[config.mk]
export PLATFORM = sky130hd
export DESIGN_NAME = lst_transmitter
export DESIGN_NICKNAME = d
export VERILOG_FILES = /design/src/rtl/lst_pkg.sv /design/src/rtl/lst_fifo_if.sv /design/src/rtl/lst_fifo.sv /design/src/rtl/lst_transmitter.sv
export SDC_FILE = /design/constraint.sdc
export NUM_CORES = 1
export LEC_CHECK = 0
export ABC_CLOCK_PERIOD_IN_PS = 19600
export BUFFER_PORTS_ARGS = -buffer_cell sky130_fd_sc_hd__buf_2
export CAP_MARGIN = 40
export CORE_MARGIN = 5
export CORE_UTILIZATION = 45
export CTS_BUF_LIST = sky130_fd_sc_hd__clkbuf_8 sky130_fd_sc_hd__clkbuf_16
export DETAILED_ROUTE_END_ITERATION = 7
export MAX_ROUTING_LAYER = met4
export SYNTH_ARGS = -nofsm -noshare
export SYNTH_HDL_FRONTEND = slang
export SYNTH_HIERARCHICAL = 1
export SYNTH_SLANG_ARGS = --single-unit
[constraint.sdc]
create_clock -name clock -period 19.6 [get_ports clock]
set_input_delay 3.92 -clock clock [delete_from_list [all_inputs] [get_ports clock]]
set_output_delay 3.92 -clock clock [all_outputs]
set_load 0.005 [all_outputs]
[src/rtl/lst_pkg.sv]
/*
 * Constants shared by the serializer transmitter and its word FIFO.
 * Assumes a single 40 MHz clock that serves as the fast serial clock.
 */
package lst_pkg;
	// ------------------------------------------------------------------
	// Geometry
	// ------------------------------------------------------------------
	localparam int LANE_COUNT  = 4;
	localparam int SER_FACTOR  = 7;
	localparam int WORD_WIDTH  = LANE_COUNT * SER_FACTOR;
	localparam int FIFO_DEPTH  = 4;

	// ------------------------------------------------------------------
	// Timing
	// ------------------------------------------------------------------
	localparam int CLOCK_PERIOD_PS  = 25000;
	localparam int REF_PERIOD_PS    = CLOCK_PERIOD_PS * SER_FACTOR;
	localparam int OUT_DATA_RATE_PS = CLOCK_PERIOD_PS;
	localparam int PLL_RATIO        = REF_PERIOD_PS / OUT_DATA_RATE_PS;
	localparam int LOCK_TIME_NS     = 1000;
	localparam int LOCK_CYCLES      = (LOCK_TIME_NS * 1000) / CLOCK_PERIOD_PS;
	localparam int PLL_RST_NS       = 100;
	localparam int PLL_RST_CYCLES   = (PLL_RST_NS * 1000 + CLOCK_PERIOD_PS - 1) / CLOCK_PERIOD_PS;

	// ------------------------------------------------------------------
	// Register offsets
	// ------------------------------------------------------------------
	localparam logic [7:0] CTRL_OFFSET   = 8'h00;
	localparam logic [7:0] CLKCFG_OFFSET = 8'h04;
	localparam logic [7:0] STATUS_OFFSET = 8'h08;
	localparam logic [7:0] DATA_OFFSET   = 8'h0c;

	// ------------------------------------------------------------------
	// Control fields
	// ------------------------------------------------------------------
	localparam int CTRL_ENABLE_BIT   = 0;
	localparam int CTRL_SELFRST_BIT  = 1;
	localparam int CTRL_EXTPLL_BIT   = 2;
	localparam int CTRL_NOSHIFT_BIT  = 3;
	localparam int CTRL_INREG_LSB    = 4;
	localparam int CTRL_INALIGN_LSB  = 6;
	localparam int CTRL_OUTALIGN_LSB = 9;
	localparam int CTRL_PLLRST_BIT   = 12;

	// Clock configuration fields
	localparam int CLK_DIV_LSB    = 0;
	localparam int CLK_MULT_LSB   = 5;
	localparam int CLK_DUTY50_BIT = 7;
	localparam int CLK_HIGH_LSB   = 8;
	localparam int CLK_PHASE_LSB  = 13;

	// Status fields
	localparam int ST_LOCKED_BIT   = 0;
	localparam int ST_RUNNING_BIT  = 1;
	localparam int ST_NODUTY_BIT   = 2;
	localparam int ST_UNDERRUN_BIT = 3;
	localparam int ST_LEVEL_LSB    = 4;
	localparam int ST_RATIO_LSB    = 8;
	localparam int ST_QUARTER_LSB  = 12;

	// ------------------------------------------------------------------
	// Reset values
	// ------------------------------------------------------------------
	localparam logic [4:0]  DIV_RESET     = 5'h07;
	localparam logic [1:0]  MULT_RESET    = 2'h1;
	localparam logic [4:0]  HIGH_RESET    = 5'h01;
	localparam logic [18:0] PHASE_RESET   = 19'h00000;
	localparam logic [2:0]  ALIGN_RESET   = 3'h0;

	// Input registering modes
	typedef enum logic [1:0] {
		LST_INREG_ON   = 2'b00,
		LST_INREG_OFF  = 2'b01,
		LST_INREG_REF  = 2'b10,
		LST_INREG_CORE = 2'b11
	} lst_inreg_type;
endpackage : lst_pkg

[src/rtl/lst_fifo_if.sv]
/*
 * Word stream carrier between the register slave and the word FIFO.
 * Assumes both ends share one clock.
 */
`timescale 1ns/10ps
`default_nettype none
interface lst_fifo_if;
	logic [lst_pkg::WORD_WIDTH-1:0] push_data;
	logic                           push_valid;
	logic                           push_ready;
	logic [lst_pkg::WORD_WIDTH-1:0] pop_data;
	logic                           pop_valid;
	logic                           pop_ready;
	logic [2:0]                     level;
	modport fifo (input push_data, input push_valid, output push_ready,
		output pop_data, output pop_valid, input pop_ready, output level);
	modport user (output push_data, output push_valid, input push_ready,
		input pop_data, input pop_valid, output pop_ready, input level);
endinterface : lst_fifo_if
`default_nettype wire

[src/rtl/lst_fifo.sv]
/*
 * Small synchronous FIFO with valid/ready on both sides.
 * Assumes one clock and a synchronous active-high reset.
 */
`timescale 1ns/10ps
`default_nettype none
module lst_fifo #(
	parameter int WIDTH = lst_pkg::WORD_WIDTH,
	parameter int DEPTH = lst_pkg::FIFO_DEPTH
) (
	input  wire logic clock,
	input  wire logic rst,
	lst_fifo_if.fifo  port
);
	localparam int AW = $clog2(DEPTH);

	logic [WIDTH-1:0] store [DEPTH];
	logic [AW-1:0]    wr_ptr;
	logic [AW-1:0]    rd_ptr;
	logic [AW:0]      count;
	logic             do_push;
	logic             do_pop;

	// ------------------------------------------------------------------
	// Handshakes
	// ------------------------------------------------------------------
	assign port.push_ready = (count != (AW+1)'(DEPTH));
	assign port.pop_valid  = (count != '0);
	assign port.pop_data   = store[rd_ptr];
	assign port.level      = 3'(count);
	assign do_push         = port.push_valid && port.push_ready;
	assign do_pop          = port.pop_valid && port.pop_ready;

	// Storage write; no reset needed for the array itself
	always_ff @(posedge clock) begin
		if (do_push) begin
			store[wr_ptr] <= port.push_data;
		end
	end

	// Pointers and fill count
	always_ff @(posedge clock) begin
		if (rst) begin
			wr_ptr <= '0;
			rd_ptr <= '0;
			count  <= '0;
		end else begin
			if (do_push) begin
				wr_ptr <= (wr_ptr == AW'(DEPTH - 1)) ? '0 : wr_ptr + AW'(1);
			end
			if (do_pop) begin
				rd_ptr <= (rd_ptr == AW'(DEPTH - 1)) ? '0 : rd_ptr + AW'(1);
			end
			count <= count + (AW+1)'(do_push) - (AW+1)'(do_pop);
		end
	end
endmodule : lst_fifo
`default_nettype wire

[src/rtl/lst_transmitter.sv]
/*
 * Multi-lane serializer transmitter with forwarded clock and APB registers.
 * Assumes clock is the fast serial clock; the core word rate is one word
 * every SER_FACTOR clocks. An external clock generator may supply lock.
 */
// The APB interface to the registers and the register addresses were left to the implementer.
`timescale 1ns/10ps
`default_nettype none
module lst_transmitter (
	input  wire logic                                clock,
	input  wire logic                                rst,
	input  wire logic                                psel,
	input  wire logic                                penable,
	input  wire logic                                pwrite,
	input  wire logic [7:0]                          paddr,
	input  wire logic [31:0]                         pwdata,
	output logic                                     pready,
	output logic [31:0]                              prdata,
	output logic                                     pslverr,
	input  wire logic                                ext_pll_locked,
	output logic                                     pll_reset,
	output logic [lst_pkg::LANE_COUNT-1:0]           tx_serial,
	output logic                                     tx_fwd_clock
);
	localparam int F = lst_pkg::SER_FACTOR;

	// ------------------------------------------------------------------
	// Declarations
	// ------------------------------------------------------------------
	lst_fifo_if fifo_bus ();

	logic        enable;
	logic        self_reset_en;
	logic        use_ext_pll;
	logic        no_phase_shift;
	lst_pkg::lst_inreg_type inreg_mode;
	logic [2:0]  in_align;
	logic [2:0]  out_align;
	logic        pll_reset_req;
	logic [4:0]  fwd_clock_divider;
	logic [1:0]  fwd_clock_multiplier;
	logic        duty50;
	logic [4:0]  duty_high;
	logic [18:0] phase_ps;
	logic        underrun;
	logic        ext_lock_meta;
	logic        ext_lock_sync;
	logic [6:0]  lock_count;
	logic        int_locked;
	logic        locked;
	logic        locked_prev;
	logic [2:0]  self_rst_count;
	logic        running;
	logic [2:0]  bit_count;
	logic        word_edge;
	logic [lst_pkg::WORD_WIDTH-1:0] stage;
	logic        stage_valid;
	logic [lst_pkg::WORD_WIDTH-1:0] next_word;
	logic        next_word_valid;
	logic [4:0]  fwd_period;
	logic [4:0]  fwd_high;
	logic [4:0]  fwd_count;
	logic [4:0]  fwd_offset;
	logic [1:0]  phase_quarter;
	logic        duty_refused;
	logic        access;
	logic        wr_ok;
	logic        data_wr;
	logic        mapped;

	// ------------------------------------------------------------------
	// APB slave
	// ------------------------------------------------------------------
	assign access   = psel && penable;
	assign mapped   = (paddr == lst_pkg::CTRL_OFFSET) || (paddr == lst_pkg::CLKCFG_OFFSET)
		|| (paddr == lst_pkg::STATUS_OFFSET) || (paddr == lst_pkg::DATA_OFFSET);
	assign data_wr  = access && pwrite && (paddr == lst_pkg::DATA_OFFSET);
	// A data write waits while the FIFO is full, so back-pressure reaches software
	assign pready   = !(data_wr && !fifo_bus.push_ready);
	assign pslverr  = access && !mapped;
	assign wr_ok    = access && pwrite && pready;

	assign fifo_bus.push_data  = pwdata[lst_pkg::WORD_WIDTH-1:0];
	assign fifo_bus.push_valid = data_wr;

	// Control register
	always_ff @(posedge clock) begin
		if (rst) begin
			enable         <= 1'b0;
			self_reset_en  <= 1'b0;
			use_ext_pll    <= 1'b0;
			no_phase_shift <= 1'b1;
			inreg_mode     <= lst_pkg::LST_INREG_CORE;
			in_align       <= lst_pkg::ALIGN_RESET;
			out_align      <= lst_pkg::ALIGN_RESET;
			pll_reset_req  <= 1'b0;
		end else if (wr_ok && paddr == lst_pkg::CTRL_OFFSET) begin
			enable         <= pwdata[lst_pkg::CTRL_ENABLE_BIT];
			self_reset_en  <= pwdata[lst_pkg::CTRL_SELFRST_BIT];
			use_ext_pll    <= pwdata[lst_pkg::CTRL_EXTPLL_BIT];
			no_phase_shift <= pwdata[lst_pkg::CTRL_NOSHIFT_BIT];
			inreg_mode     <= lst_pkg::lst_inreg_type'(pwdata[lst_pkg::CTRL_INREG_LSB +: 2]);
			in_align       <= pwdata[lst_pkg::CTRL_INALIGN_LSB +: 3];
			out_align      <= pwdata[lst_pkg::CTRL_OUTALIGN_LSB +: 3];
			pll_reset_req  <= pwdata[lst_pkg::CTRL_PLLRST_BIT];
		end
	end

	// Clock configuration register
	always_ff @(posedge clock) begin
		if (rst) begin
			fwd_clock_divider    <= lst_pkg::DIV_RESET;
			fwd_clock_multiplier <= lst_pkg::MULT_RESET;
			duty50               <= 1'b1;
			duty_high            <= lst_pkg::HIGH_RESET;
			phase_ps             <= lst_pkg::PHASE_RESET;
		end else if (wr_ok && paddr == lst_pkg::CLKCFG_OFFSET) begin
			// A divider of zero would stall the counter; keep the old value
			if (pwdata[lst_pkg::CLK_DIV_LSB +: 5] != 5'h00) begin
				fwd_clock_divider <= pwdata[lst_pkg::CLK_DIV_LSB +: 5];
			end
			// Only one and two are legal multipliers; others leave it unchanged
			if (pwdata[lst_pkg::CLK_MULT_LSB +: 2] == 2'h1
				|| pwdata[lst_pkg::CLK_MULT_LSB +: 2] == 2'h2) begin
				fwd_clock_multiplier <= pwdata[lst_pkg::CLK_MULT_LSB +: 2];
			end
			duty50    <= pwdata[lst_pkg::CLK_DUTY50_BIT];
			duty_high <= pwdata[lst_pkg::CLK_HIGH_LSB +: 5];
			phase_ps  <= pwdata[lst_pkg::CLK_PHASE_LSB +: 19];
		end
	end

	// Underrun flag: a new underrun in the clearing cycle wins
	always_ff @(posedge clock) begin
		if (rst) begin
			underrun <= 1'b0;
		end else if (running && word_edge && !next_word_valid) begin
			underrun <= 1'b1;
		end else if (wr_ok && paddr == lst_pkg::STATUS_OFFSET
			&& pwdata[lst_pkg::ST_UNDERRUN_BIT]) begin
			underrun <= 1'b0;
		end
	end

	// Read data register
	always_ff @(posedge clock) begin
		if (rst) begin
			prdata <= 32'h0000_0000;
		end else if (psel && !penable && !pwrite) begin
			prdata <= 32'h0000_0000;
			unique case (paddr)
				lst_pkg::CTRL_OFFSET: begin
					prdata[lst_pkg::CTRL_ENABLE_BIT]       <= enable;
					prdata[lst_pkg::CTRL_SELFRST_BIT]      <= self_reset_en;
					prdata[lst_pkg::CTRL_EXTPLL_BIT]       <= use_ext_pll;
					prdata[lst_pkg::CTRL_NOSHIFT_BIT]      <= no_phase_shift;
					prdata[lst_pkg::CTRL_INREG_LSB +: 2]   <= inreg_mode;
					prdata[lst_pkg::CTRL_INALIGN_LSB +: 3] <= in_align;
					prdata[lst_pkg::CTRL_OUTALIGN_LSB +: 3] <= out_align;
					prdata[lst_pkg::CTRL_PLLRST_BIT]       <= pll_reset_req;
				end
				lst_pkg::CLKCFG_OFFSET: begin
					prdata[lst_pkg::CLK_DIV_LSB +: 5]   <= fwd_clock_divider;
					prdata[lst_pkg::CLK_MULT_LSB +: 2]  <= fwd_clock_multiplier;
					prdata[lst_pkg::CLK_DUTY50_BIT]     <= duty50;
					prdata[lst_pkg::CLK_HIGH_LSB +: 5]  <= duty_high;
					prdata[lst_pkg::CLK_PHASE_LSB +: 19] <= phase_ps;
				end
				lst_pkg::STATUS_OFFSET: begin
					prdata[lst_pkg::ST_LOCKED_BIT]      <= locked;
					prdata[lst_pkg::ST_RUNNING_BIT]     <= running;
					prdata[lst_pkg::ST_NODUTY_BIT]      <= duty_refused;
					prdata[lst_pkg::ST_UNDERRUN_BIT]    <= underrun;
					prdata[lst_pkg::ST_LEVEL_LSB +: 3]  <= fifo_bus.level;
					prdata[lst_pkg::ST_RATIO_LSB +: 4]  <= 4'(lst_pkg::PLL_RATIO);
					prdata[lst_pkg::ST_QUARTER_LSB +: 2] <= phase_quarter;
				end
				default: begin
					prdata <= 32'h0000_0000;
				end
			endcase
		end
	end

	// ------------------------------------------------------------------
	// Clock generator lock and self reset
	// ------------------------------------------------------------------
	// External lock is asynchronous to us: two flops before any use
	always_ff @(posedge clock) begin
		if (rst) begin
			ext_lock_meta <= 1'b0;
			ext_lock_sync <= 1'b0;
		end else begin
			ext_lock_meta <= ext_pll_locked;
			ext_lock_sync <= ext_lock_meta;
		end
	end

	// Internal generator model: locks a fixed time after its reset ends
	always_ff @(posedge clock) begin
		if (rst || pll_reset) begin
			lock_count <= 7'h00;
			int_locked <= 1'b0;
		end else if (lock_count == 7'(lst_pkg::LOCK_CYCLES - 1)) begin
			int_locked <= 1'b1;
		end else begin
			lock_count <= lock_count + 7'h01;
		end
	end

	assign locked = use_ext_pll ? ext_lock_sync : int_locked;

	// Self reset pulse when lock falls away
	always_ff @(posedge clock) begin
		if (rst) begin
			locked_prev    <= 1'b0;
			self_rst_count <= 3'h0;
		end else begin
			locked_prev <= locked;
			if (self_reset_en && locked_prev && !locked) begin
				self_rst_count <= 3'(lst_pkg::PLL_RST_CYCLES);
			end else if (self_rst_count != 3'h0) begin
				self_rst_count <= self_rst_count - 3'h1;
			end
		end
	end

	// Reset drive to whichever generator is in use
	always_ff @(posedge clock) begin
		if (rst) begin
			pll_reset <= 1'b1;
		end else begin
			pll_reset <= pll_reset_req || (self_rst_count != 3'h0);
		end
	end

	// ------------------------------------------------------------------
	// Word timing and input staging
	// ------------------------------------------------------------------
	// Start on the first edge that sees lock, stop when lock is lost
	always_ff @(posedge clock) begin
		if (rst) begin
			running <= 1'b0;
		end else begin
			running <= enable && locked;
		end
	end

	assign word_edge = (bit_count == 3'(F - 1));

	// Bit position inside the current word
	always_ff @(posedge clock) begin
		if (rst || !running) begin
			bit_count <= 3'(F - 1);
		end else begin
			bit_count <= word_edge ? 3'h0 : bit_count + 3'h1;
		end
	end

	// Registering off takes the FIFO head straight at the word boundary;
	// the registered modes hold one extra word in the staging register
	always_comb begin
		if (inreg_mode == lst_pkg::LST_INREG_OFF) begin
			next_word       = fifo_bus.pop_data;
			next_word_valid = fifo_bus.pop_valid;
		end else begin
			next_word       = stage;
			next_word_valid = stage_valid;
		end
	end

	assign fifo_bus.pop_ready = (inreg_mode == lst_pkg::LST_INREG_OFF)
		? (running && word_edge)
		: (!stage_valid || (running && word_edge));

	// Staging register, used when input registering is on
	always_ff @(posedge clock) begin
		if (rst || inreg_mode == lst_pkg::LST_INREG_OFF) begin
			stage       <= '0;
			stage_valid <= 1'b0;
		end else if (fifo_bus.pop_ready) begin
			stage       <= fifo_bus.pop_data;
			stage_valid <= fifo_bus.pop_valid;
		end
	end

	// ------------------------------------------------------------------
	// Lane shifters
	// ------------------------------------------------------------------
	generate
		for (genvar l = 0; l < lst_pkg::LANE_COUNT; l++) begin : g_lane
			logic [F-1:0] shift;
			// Each lane loads its own slice and sends it MSB first
			always_ff @(posedge clock) begin
				if (rst || !running) begin
					shift <= '0;
				end else if (word_edge) begin
					// Idle zeros are sent when no word is ready
					shift <= next_word_valid ? next_word[l*F +: F] : '0;
				end else begin
					shift <= {shift[F-2:0], 1'b0};
				end
			end
			assign tx_serial[l] = shift[F-1];
		end
	endgenerate

	// ------------------------------------------------------------------
	// Forwarded clock
	// ------------------------------------------------------------------
	assign duty_refused = (F % 2 == 1) && (fwd_clock_divider == 5'(F))
		&& (fwd_clock_multiplier == 2'h2);

	// Period in bit times; a multiplier of two halves it
	always_comb begin
		fwd_period = (fwd_clock_multiplier == 2'h2) ? (fwd_clock_divider >> 1) : fwd_clock_divider;
		if (fwd_period == 5'h00) begin
			fwd_period = 5'h01;
		end
		// An odd period cannot be split evenly, so the high time rounds down
		if (duty50) begin
			fwd_high = fwd_period >> 1;
		end else begin
			fwd_high = (duty_high >= fwd_period) ? fwd_period - 5'h01 : duty_high;
		end
		if (fwd_high == 5'h00) begin
			fwd_high = 5'h01;
		end
	end

	// Phase shift folded into one reference period and snapped to quarters
	assign phase_quarter = 2'(((32'(phase_ps) % lst_pkg::REF_PERIOD_PS) * 4
		+ lst_pkg::REF_PERIOD_PS / 2) / lst_pkg::REF_PERIOD_PS);

	// Start offset from alignment code, centring shift and phase shift
	always_comb begin
		logic [9:0] sum;
		sum = 10'((32'(out_align) * 32'(fwd_period)) >> 3);
		if (!no_phase_shift) begin
			sum = sum + 10'(fwd_period >> 2);
		end
		sum = sum + 10'((32'(phase_quarter) * 32'(fwd_period)) >> 2);
		for (int i = 0; i < 3; i++) begin
			if (sum >= 10'(fwd_period)) begin
				sum = sum - 10'(fwd_period);
			end
		end
		fwd_offset = sum[4:0];
	end

	// Phase counter; all ones marks a stopped link, so the offset applies once
	// per start and never bends the period of a running clock
	always_ff @(posedge clock) begin
		if (rst || !running) begin
			fwd_count    <= 5'h1f;
			tx_fwd_clock <= 1'b0;
		end else begin
			if (fwd_count == 5'h1f) begin
				fwd_count <= (fwd_offset >= fwd_period - 5'h01) ? 5'h00 : fwd_offset + 5'h01;
			end else begin
				fwd_count <= (fwd_count >= fwd_period - 5'h01) ? 5'h00 : fwd_count + 5'h01;
			end
			tx_fwd_clock <= (((fwd_count == 5'h1f) ? fwd_offset : fwd_count) < fwd_high);
		end
	end

	// ------------------------------------------------------------------
	// Word FIFO
	// ------------------------------------------------------------------
	lst_fifo #(
		.WIDTH (lst_pkg::WORD_WIDTH),
		.DEPTH (lst_pkg::FIFO_DEPTH)
	) u_fifo (
		.clock (clock),
		.rst   (rst),
		.port  (fifo_bus.fifo)
	);
endmodule : lst_transmitter
`default_nettype wire

==> results.py, run 1 <==
metrics = {
    "power_and_ir_drop": {
        "p_seq_frac": 0.472,
        "clock_power_share": 0.400,
        "power.share.switching": 0.261,
        "leakagePower_nw": 7.05,
        "p_int_mw": 1.05,
        "comb_power_share": 0.128,
        "power_density_mw_per_mm2": 76.6,
        "switching_power_mw": 0.370,
        "vdd_drop_max_mv": 0.0712,
    },
    "synthesis": {
        "synth_top_cell_by_area": "dfxtp_1",
        "synth_seq_cells": 281,
        "avgSynthCellArea_um2": 9.36,
        "syn-num-nets": 1910,
        "ys.warnings.count": 6,
        "ys_types": 115,
        "synth_top_area_frac": 0.203,
        "synth_edf_count": 112,
        "synth_area_mm2": 0.0167,
        "synthArstFlopShare": 0,
        "postSynthCellCount": 1783,
        "synth_area_leaders": "dfxtp_1 (20%), edfxtp_1 (20%), nand2_1 (6.4%), ha_1 (5.2%), a21oi_1 (4.6%)",
        "ys.flop_type": "dfxtp_1",
        "ys_seq_area_frac": 0.404,
    },
    "clock_network": {
        "ctsLongestPathBuffers": 3,
        "cts_tree": "yes",
        "cts_inserted_buffers": 31,
        "clockRootBuffer": "clkbuf_16",
        "clock_latency_ns": 0.57,
        "path_clk_slew_ns": 0.06,
        "cts_hold_buf": 0,
        "cts.repair.resized": 0,
        "clock_sinks": 281,
        "htreeDepth": 1,
        "cts_post_setup_buffers_inserted": 0,
    },
    "global_routing": {
        "grt_overflow": 0,
        "grt_max_degree": 74,
        "grt_pass1_wl_um": 71800,
        "antenna_found_initial": 1,
        "grt_use_total": 0.218,
        "grt_pass1_vias": 13100,
    },
    "timing": {
        "tns_ns": 0,
        "finalSetupViolCount": 0,
        "fin_crit_ns": 17.60,
        "finClkSkew_ns": 0.0103,
        "worst_pin_slew_ns": 0.901,
        "rsz0062_at_grt": "false",
        "whs_ns": 0.427,
        "post-route-period-util": 0.898,
        "fmaxAchievable_mhz": 56.8,
        "drv_slew": 0,
        "final-hold-violation-count": 0,
        "slew_headroom": 0.399,
    },
    "layout": {
        "final_common_cell": "nand2_1",
        "layout_common_cells": "nand2_1 (284), dfxtp_1 (167), a21oi_1 (152)",
        "fin_area_mm2": 0.0185,
        "synthToLayoutAreaGrowth_pct": 10.8,
        "nets": 1952,
        "drive_above_1_share": 0.142,
    },
    "routing": {
        "first_pass_iters": 5,
        "wl_per_cell_um": 19.2,
        "ant_nets": 0,
        "drc_errors": 0,
        "drt_iter0_drc": 1095,
        "routed_wl_um": 44500,
        "vias_per_cell": 5.85,
        "num_vias": 13600,
    },
    "setup_path": {
        "cp.arrival_ns": 18.09,
        "cp-end-kind": "register",
        "worstPathRequired_ns": 20.09,
        "max_stage_delay_ns": 0.70,
        "critPathLaunchType": "register",
        "cpMaxStageDelayCell": "a221o_1",
        "rr_worst_depth": 66,
        "crit_type": "register to register",
        "crit_fanout": 20,
    },
    "status": {
        "status": "complete, no violations",
    },
    "floorplan": {
        "fp.dieH_um": 203,
        "row_count": 70,
        "start_util": 0.456,
        "die-area_mm2": 0.0410,
        "die_x_um": 203,
        "ios": 86,
        "core-area_mm2": 0.0366,
    },
    "hold_path": {
        "timing.hold.worst.class": "register to register",
        "min_delay_path_depth": 2,
    },
    "placement": {
        "dpl.hpwl_um": 32100,
        "dpl_cell_area_mm2": 0.0175,
        "routabilityCongestion": 0.932,
        "io_buffers": 85,
    },
    "job": {
        "maxCapViolCount": 0,
    },
}
-- power by group through the flow --
stage / clock network [mW] / logic, mW / registers [mW]
6_report: 0.566 / 0.182 / 0.668
5_1_grt: 0.604 / 0.204 / 0.674
4_1_cts: 0.581 / 0.183 / 0.669
3_5_place_dp: 0 / 0.183 / 0.682
3_3_place_gp: 0 / 0.177 / 0.681
2_1_floorplan: 0 / 0.156 / 0.659
-- metrics by stage --
step,util,instances,setup slack (ns),power (mW)
3_3_place_gp,0.474,2251,2.07,0.858
5_1_grt,0.505,2319,0.359,1.48
2_1_floorplan,-,1783,5.24,0.814
4_1_cts,0.505,2318,2.21,1.43
3_5_place_dp,0.477,2260,2.25,0.864
6_report,0.505,2319,2.00,1.42
-- final cells by class --
type	instances	area [um2]
inverters	47	176
well taps	468	586
multi-input cells	1356	9300
clock buffers	32	790
fillers	3440	18100
repair buffers	108	661
flip-flops and latches	281	6750
diodes	1	2.50
clock inverters	26	215
-- synth_stat cells (6+ instances only) --
master    count
nand2_1     284
dfxtp_1     169
a21oi_1     152
nor2_1      130
edfxtp_1    112
o21ai_0      84
ha_1         70
clkbuf_1     62
mux2i_1      54
xnor2_1      49
inv_1        47
nand3_1      36
a22oi_1      32
mux4_2       28
xor2_1       26
nor3_1       24
a21o_1       22
nor2b_1      21
and2_1       18
nand2b_1     18
buf_4        16
and3_1       15
or3_1        15
a211o_1      13
a31oi_1      12
nand3b_1     12
nor4_1       12
fa_1         11
o211ai_1     11
o21a_1       11
a211oi_1     10
buf_2        10
a21oi_2       8
mux2_2        8
nand4_1       8
o31ai_1       8
o221ai_1      7
or4_1         7
a22o_1        6
a31o_2        6
buf_1         6
o21ai_1       6
o21bai_1      6
-- final timing paths --
| check | start | end | slack, ns |
|---|---|---|---|
| max | phase_ps[12] | fwd_count[3] | 2.00 |
| min | g_lane[2].shift[1] | g_lane[2].shift[2] | 0.43 |
| max reg2reg | phase_ps[12] | fwd_count[3] | 2.00 |
| min reg2reg | g_lane[2].shift[1] | g_lane[2].shift[2] | 0.43 |
-- routing by layer --
metal  GRT usage  up-vias  wire (um)
met1       0.287     6520      19800
li1            -     6581          -
met2       0.372      404      21900
met3      0.0224       58       2000
met5           -        -          0
met4      0.0390        0        845
-- state kept, by name (all words and copies together) (netlist names), 3 cells and up, named ones only --
register           count
u_fifo/store         112
prdata                32
g_lane.shift          28
stage                 28
phase_ps              19
lock_count             7
duty_high              5
fwd_clock_divider      5
fwd_count              5
bit_count              3
in_align               3
out_align              3
self_rst_count         3
u_fifo/port.level      3
-- critical path, delay by kind of cell, from the launching register on --
kind / cells / cell delay (ns)
AO/OA/AOI/OAI: 31 / 7.93
multiplexers: 3 / 1.35
AND/OR/NAND/NOR: 20 / 4.78
flip-flops: 1 / 0.59
buffers and inverters: 3 / 0.35
XOR/XNOR: 2 / 0.39
adder cells (fa/ha/maj): 7 / 2.12
-- kinds of logic (layout without fill, tap and decap cells) --
kind of cell               Yosys count  count (layout)  synth area share
and+or+nand+nor                    637             637             0.180
adders and majority gates           82              82            0.0663
buffers and inverters              146             213            0.0394
DFF                                281             281             0.404
other                                0               1                 0
muxes                               91              91            0.0763
xor gates and xnor gates            78              78            0.0430
AOI/OAI and AO/OA                  468             468             0.191
Note: power is estimated with default switching activity, not from simulation.
==> run 2, diff against run 1 <==
--- a/config.mk
+++ b/config.mk
@@ -5,9 +5,8 @@
 export SDC_FILE = /design/constraint.sdc
 export NUM_CORES = 1
 export LEC_CHECK = 0
-export ABC_CLOCK_PERIOD_IN_PS = 19600
+export ABC_CLOCK_PERIOD_IN_PS = 21700
 export BUFFER_PORTS_ARGS = -buffer_cell sky130_fd_sc_hd__buf_2
-export CAP_MARGIN = 40
 export CORE_MARGIN = 5
 export CORE_UTILIZATION = 45
 export CTS_BUF_LIST = sky130_fd_sc_hd__clkbuf_8 sky130_fd_sc_hd__clkbuf_16
==> constraint.sdc (replaced) <==
create_clock -name clock -period 21.7 [get_ports clock]
set_input_delay 4.34 -clock clock [delete_from_list [all_inputs] [get_ports clock]]
set_output_delay 4.34 -clock clock [all_outputs]
set_load 0.005 [all_outputs]
==> results.py, run 2 (synthesis gave the netlist of run 1 again) <==
metrics = {
    "status": {
        "status": "complete, no violations",
    },
    "setup_path": {
        "worstReg2RegEnd": "fwd_count[3]",
        "crit_family": "compound AO/OA/AOI/OAI gates",
        "worstPathRequired_ns": 22.20,
        "critPathLaunchType": "register",
        "cpMostUsedCell": "a21oi_1",
        "cp_num_buf_inv": 2,
        "rr_worst_depth": 65,
        "cp-end-kind": "register",
        "cpMaxStageDelayCell": "a31oi_2",
        "cp.depth": 65,
        "crit_fanout": 22,
        "cp.arrival_ns": 18.96,
        "r2r_start": "phase_ps[12]",
        "crit_type": "register to register",
        "max_stage_delay_ns": 1.04,
        "reg2reg_slack_ns": 3.24,
    },
    "global_routing": {
        "grt_use_total": 0.218,
        "antenna_found_initial": 3,
        "grt_max_degree": 98,
        "grt_pass1_wl_um": 71600,
        "grt_pass1_vias": 13000,
        "grt_overflow": 0,
    },
    "clock_network": {
        "cts.repair.resized": 0,
        "htreeDepth": 1,
        "clockRootBuffer": "clkbuf_16",
        "cts_post_setup_buffers_inserted": 0,
        "cts_inserted_buffers": 31,
        "ctsLongestPathBuffers": 3,
        "cts_hold_buf": 0,
        "path_clk_slew_ns": 0.07,
        "clock_latency_ns": 0.58,
        "cts_tree": "yes",
        "clock_sinks": 281,
    },
    "timing": {
        "whs_ns": 0.428,
        "fmaxAchievable_mhz": 54.2,
        "slew_headroom": 0.175,
        "post-route-period-util": 0.851,
        "final-hold-violation-count": 0,
        "rsz0062_at_grt": "false",
        "drv_slew": 0,
        "finalSetupViolCount": 0,
        "tns_ns": 0,
        "setup_slack_ns": 3.24,
        "finClkSkew_ns": 0.0166,
        "worst_pin_slew_ns": 1.23,
        "fin_crit_ns": 18.46,
    },
    "routing": {
        "wl_per_cell_um": 19.3,
        "drc_errors": 0,
        "first_pass_iters": 5,
        "num_vias": 13500,
        "drt_iter0_drc": 1031,
        "ant_nets": 0,
        "vias_per_cell": 5.85,
        "routed_wl_um": 44600,
    },
    "job": {
        "maxCapViolCount": 0,
    },
    "power_and_ir_drop": {
        "vdd_drop_max_mv": 0.0602,
        "leakagePower_nw": 7.05,
        "power_density_mw_per_mm2": 72.7,
    },
    "layout": {
        "n_fill_cell": 3433,
        "multi_input_area_mm2": 0.00930,
        "synthToLayoutAreaGrowth_pct": 10.9,
        "top_register": "u_fifo/store",
        "final_core_util": 0.505,
        "top_regs": "u_fifo/store (112), prdata (32)",
        "regArea_mm2": 0.00675,
        "layout_common_cells": "nand2_1 (284), dfxtp_1 (167), a21oi_1 (152)",
        "nets": 1942,
        "final_common_cell": "nand2_1",
        "largest_reg_flops": 112,
        "drive_above_1_share": 0.142,
    },
    "placement": {
        "routabilityCongestion": 0.913,
        "dp_slack_ns": 3.47,
        "dpl.hpwl_um": 31800,
        "io_buffers": 85,
    },
    "floorplan": {
        "core-area_mm2": 0.0366,
        "row_count": 70,
        "die-area_mm2": 0.0410,
        "fp.dieH_um": 203,
        "start_util": 0.456,
        "die_x_um": 203,
        "ios": 86,
    },
    "hold_path": {
        "timing.hold.worst.class": "register to register",
        "min_delay_path_depth": 2,
        "hold_path_end": "g_lane[3].shift[4]",
        "hp-start": "g_lane[3].shift[3]",
    },
}
[run 2: cell types whose count changed in the layout (fill, tap and decap cells not counted), sizes merged]
cell and delta:
diode +1, buf -9, clkbuf +7, bufinv +3, inv -4, clkdlybuf4s15 -1, clkinv -6
[run 2: worst register-to-register path, delay by kind of cell, from the launching register on]
| kind | cells | cell delay [ns] |
|---|---|---|
| xor gates and xnor gates | 3 | 1.16 |
| and+or+nand+nor | 14 | 2.67 |
| AOI/OAI and AO/OA | 36 | 10.48 |
| DFF | 1 | 0.44 |
| muxes | 3 | 1.36 |
| buffers and inverters | 2 | 0.16 |
| adders and majority gates | 7 | 2.12 |
[run 2: through the flow]
step | instances | instance area, um2 | total power [mW]
3_3_place_gp | 2250 | 17300 | 0.775
2_1_floorplan | 1783 | 16700 | 0.736
4_1_cts | 2308 | 18500 | 1.36
3_5_place_dp | 2250 | 17300 | 0.780
5_1_grt | 2310 | 18500 | 1.41
6_report | 2310 | 18500 | 1.34
[run 2: power by group]
part	total (mW)	internal, mW	switching, mW
Sequential	0.604	0.573	0.0303
Clock	0.577	0.355	0.222
Combinational	0.164	0.0792	0.0844
Total	1.34	1.01	0.337
[run 2: worst max-delay path by stage]
stage / from / to / slack (ns)
global route: phase_ps[12] / fwd_count[4] / 1.57
global placement: phase_ps[12] / fwd_count[3] / 4.06
detailed placement: phase_ps[12] / fwd_count[3] / 3.47
finish: phase_ps[12] / fwd_count[3] / 3.24
CTS: phase_ps[12] / fwd_count[3] / 3.39
floorplan: phase_ps[13] / fwd_count[3] / 7.34
[run 2: area by class of cell]
class | instances | area share
Inverter | 47 | 0.00954
Antenna cell | 2 | 0.000271
Clock inverter | 19 | 0.0140
Tap cell | 468 | 0.0317
Sequential cell | 281 | 0.365
Clock buffer | 39 | 0.0485
Multi-Input combinational cell | 1356 | 0.503
Timing Repair Buffer | 98 | 0.0284
[run 2: per-layer routing]
layer | global-route usage | vias up | share of wire
met5 | - | - | 0
met4 | 0.0444 | 0 | 0.018
met3 | 0.0224 | 59 | 0.040
met2 | 0.368 | 330 | 0.49
met1 | 0.289 | 6561 | 0.46
li1 | - | 6560 | -
==> run 3, diff against run 2 <==
--- a/config.mk
+++ b/config.mk
@@ -8,7 +8,7 @@
 export ABC_CLOCK_PERIOD_IN_PS = 21700
 export BUFFER_PORTS_ARGS = -buffer_cell sky130_fd_sc_hd__buf_2
 export CORE_MARGIN = 5
-export CORE_UTILIZATION = 45
+export CORE_UTILIZATION = 35
 export CTS_BUF_LIST = sky130_fd_sc_hd__clkbuf_8 sky130_fd_sc_hd__clkbuf_16
 export DETAILED_ROUTE_END_ITERATION = 7
 export MAX_ROUTING_LAYER = met4
==> results.py, run 3 (synthesis gave the netlist of run 1 again) <==
metrics = {
    "timing": {
        "setup_slack_ns": 3.23,
        "fmaxAchievable_mhz": 54.1,
        "finalSetupViolCount": 0,
        "fin_crit_ns": 18.47,
        "finClkSkew_ns": 0.0238,
        "drv_slew": 0,
        "tns_ns": 0,
        "slew_headroom": 0.220,
        "post-route-period-util": 0.851,
        "worst_pin_slew_ns": 1.17,
        "final-hold-violation-count": 0,
        "rsz0062_at_grt": "false",
    },
    "floorplan": {
        "start_util": 0.352,
        "die_x_um": 228,
        "ios": 86,
        "row_count": 80,
        "fp.dieH_um": 228,
        "core-area_mm2": 0.0474,
        "die-area_mm2": 0.0521,
    },
    "layout": {
        "synthToLayoutAreaGrowth_pct": 11.6,
        "final_core_util": 0.392,
        "final_cells": 2463,
        "largest_reg_flops": 112,
        "top_regs": "u_fifo/store (112), prdata (32)",
        "drive_above_1_share": 0.140,
        "top_register": "u_fifo/store",
        "layout_common_cells": "nand2_1 (284), dfxtp_1 (167), a21oi_1 (152)",
        "final_common_cell": "nand2_1",
        "nets": 1948,
    },
    "setup_path": {
        "worstPathRequired_ns": 22.15,
        "cpMaxStageDelayCell": "a31oi_2",
        "max_stage_delay_ns": 1.00,
        "cp.arrival_ns": 18.92,
        "crit_fanout": 22,
        "crit_type": "register to register",
        "cpMostUsedCell": "a21oi_1",
        "rr_worst_depth": 65,
        "reg2reg_slack_ns": 3.23,
        "r2r_start": "phase_ps[12]",
        "worstReg2RegEnd": "fwd_count[3]",
        "critPathLaunchType": "register",
        "cp-end-kind": "register",
    },
    "clock_network": {
        "clock_sinks": 281,
        "cts_post_setup_buffers_inserted": 0,
        "cts_inserted_buffers": 34,
        "clockRootBuffer": "clkbuf_16",
        "cts.repair.resized": 0,
        "clock_latency_ns": 0.54,
        "cts_hold_buf": 0,
        "ctsLongestPathBuffers": 3,
        "htreeDepth": 2,
        "path_clk_slew_ns": 0.06,
        "cts_tree": "yes",
    },
    "global_routing": {
        "antenna_found_initial": 0,
        "grt_pass1_wl_um": 73800,
        "grt_use_total": 0.178,
        "grt_pass1_vias": 13200,
        "grt_overflow": 0,
        "grt_max_degree": 70,
    },
    "routing": {
        "drc_errors": 0,
        "drt_iter0_drc": 1139,
        "num_vias": 13600,
        "vias_per_cell": 5.54,
        "wl_per_cell_um": 18.8,
        "routed_wl_um": 46300,
        "ant_nets": 0,
        "first_pass_iters": 7,
    },
    "power_and_ir_drop": {
        "vdd_drop_max_mv": 0.0506,
        "leakagePower_nw": 7.04,
        "comb_power_share": 0.119,
        "switching_power_mw": 0.338,
        "clock_power_share": 0.412,
        "power_density_mw_per_mm2": 70.0,
        "power.share.switching": 0.260,
        "total_power_mw": 1.30,
        "p_int_mw": 0.964,
        "p_seq_frac": 0.469,
    },
    "hold_path": {
        "min_delay_path_depth": 2,
        "hold_path_end": "g_lane[3].shift[4]",
        "hp-start": "g_lane[3].shift[3]",
        "timing.hold.worst.class": "register to register",
    },
    "status": {
        "status": "complete, no violations",
    },
    "placement": {
        "dp_slack_ns": 3.59,
        "dp.cells": 2400,
        "routabilityCongestion": 0.956,
        "dpl.hpwl_um": 32500,
        "io_buffers": 85,
    },
    "job": {
        "maxCapViolCount": 0,
    },
}
-- run 3: cell types whose count changed in the layout (fill, tap and decap cells not counted), moves of 3 or more --
cell,delta
bufinv_16,-5
clkbuf_16,+3
inv_1,+8
buf_4,+3
-- run 3: how the worst max path moves through the flow --
stage | from | end | cells after the start
after global routing | phase_ps[12] | fwd_count[1] | 64
after detailed placement | phase_ps[12] | fwd_count[0] | 65
after floorplan | phase_ps[13] | fwd_count[3] | 69
final | phase_ps[12] | fwd_count[3] | 65
after CTS | phase_ps[12] | fwd_count[3] | 65
after global placement | phase_ps[12] | fwd_count[3] | 65
-- run 3: critical path: cells and delay by family, from the launching register on --
kind | cells | cell delay (ns)
compound gates | 36 | 10.40
xor+xnor | 3 | 1.24
fa+ha+maj | 7 | 2.10
buf+inv | 2 | 0.16
flops | 1 | 0.44
mux | 3 | 1.30
simple gates | 14 | 2.69
-- run 3: power by group through the flow --
stage	Sequential (mW)	Clock (mW)	Combinational, mW
after floorplan	0.595	0	0.141
after global placement	0.623	0	0.148
after detailed placement	0.625	0	0.154
after CTS	0.614	0.552	0.155
after global routing	0.618	0.573	0.175
final	0.611	0.537	0.155
-- run 3: area by class of cell --
cell class	count	area, um2
clock buffer	40	945
sequential	281	6750
antenna	1	2.50
inverter	47	176
tap	615	769
clock inverter	22	123
fill	4732	28800
timing repair buffer	101	548
multi-input combinational	1356	9300
-- run 3: per-stage QoR --
stage          area, um2  hold slack (ns)
2_1_floorplan      16700            0.401
3_3_place_gp       17500            0.407
3_5_place_dp       17500            0.413
4_1_cts            18600            0.422
5_1_grt            18600            0.459
6_report           18600            0.416
-- run 3: metal layers --
metal / vias to the layer above / GRT usage / share of wire
met5: - / - / 0
met4: 0 / 0.0465 / 0.022
met3: 59 / 0.0250 / 0.054
met2: 422 / 0.277 / 0.45
met1: 6592 / 0.246 / 0.47
li1: 6565 / - / -
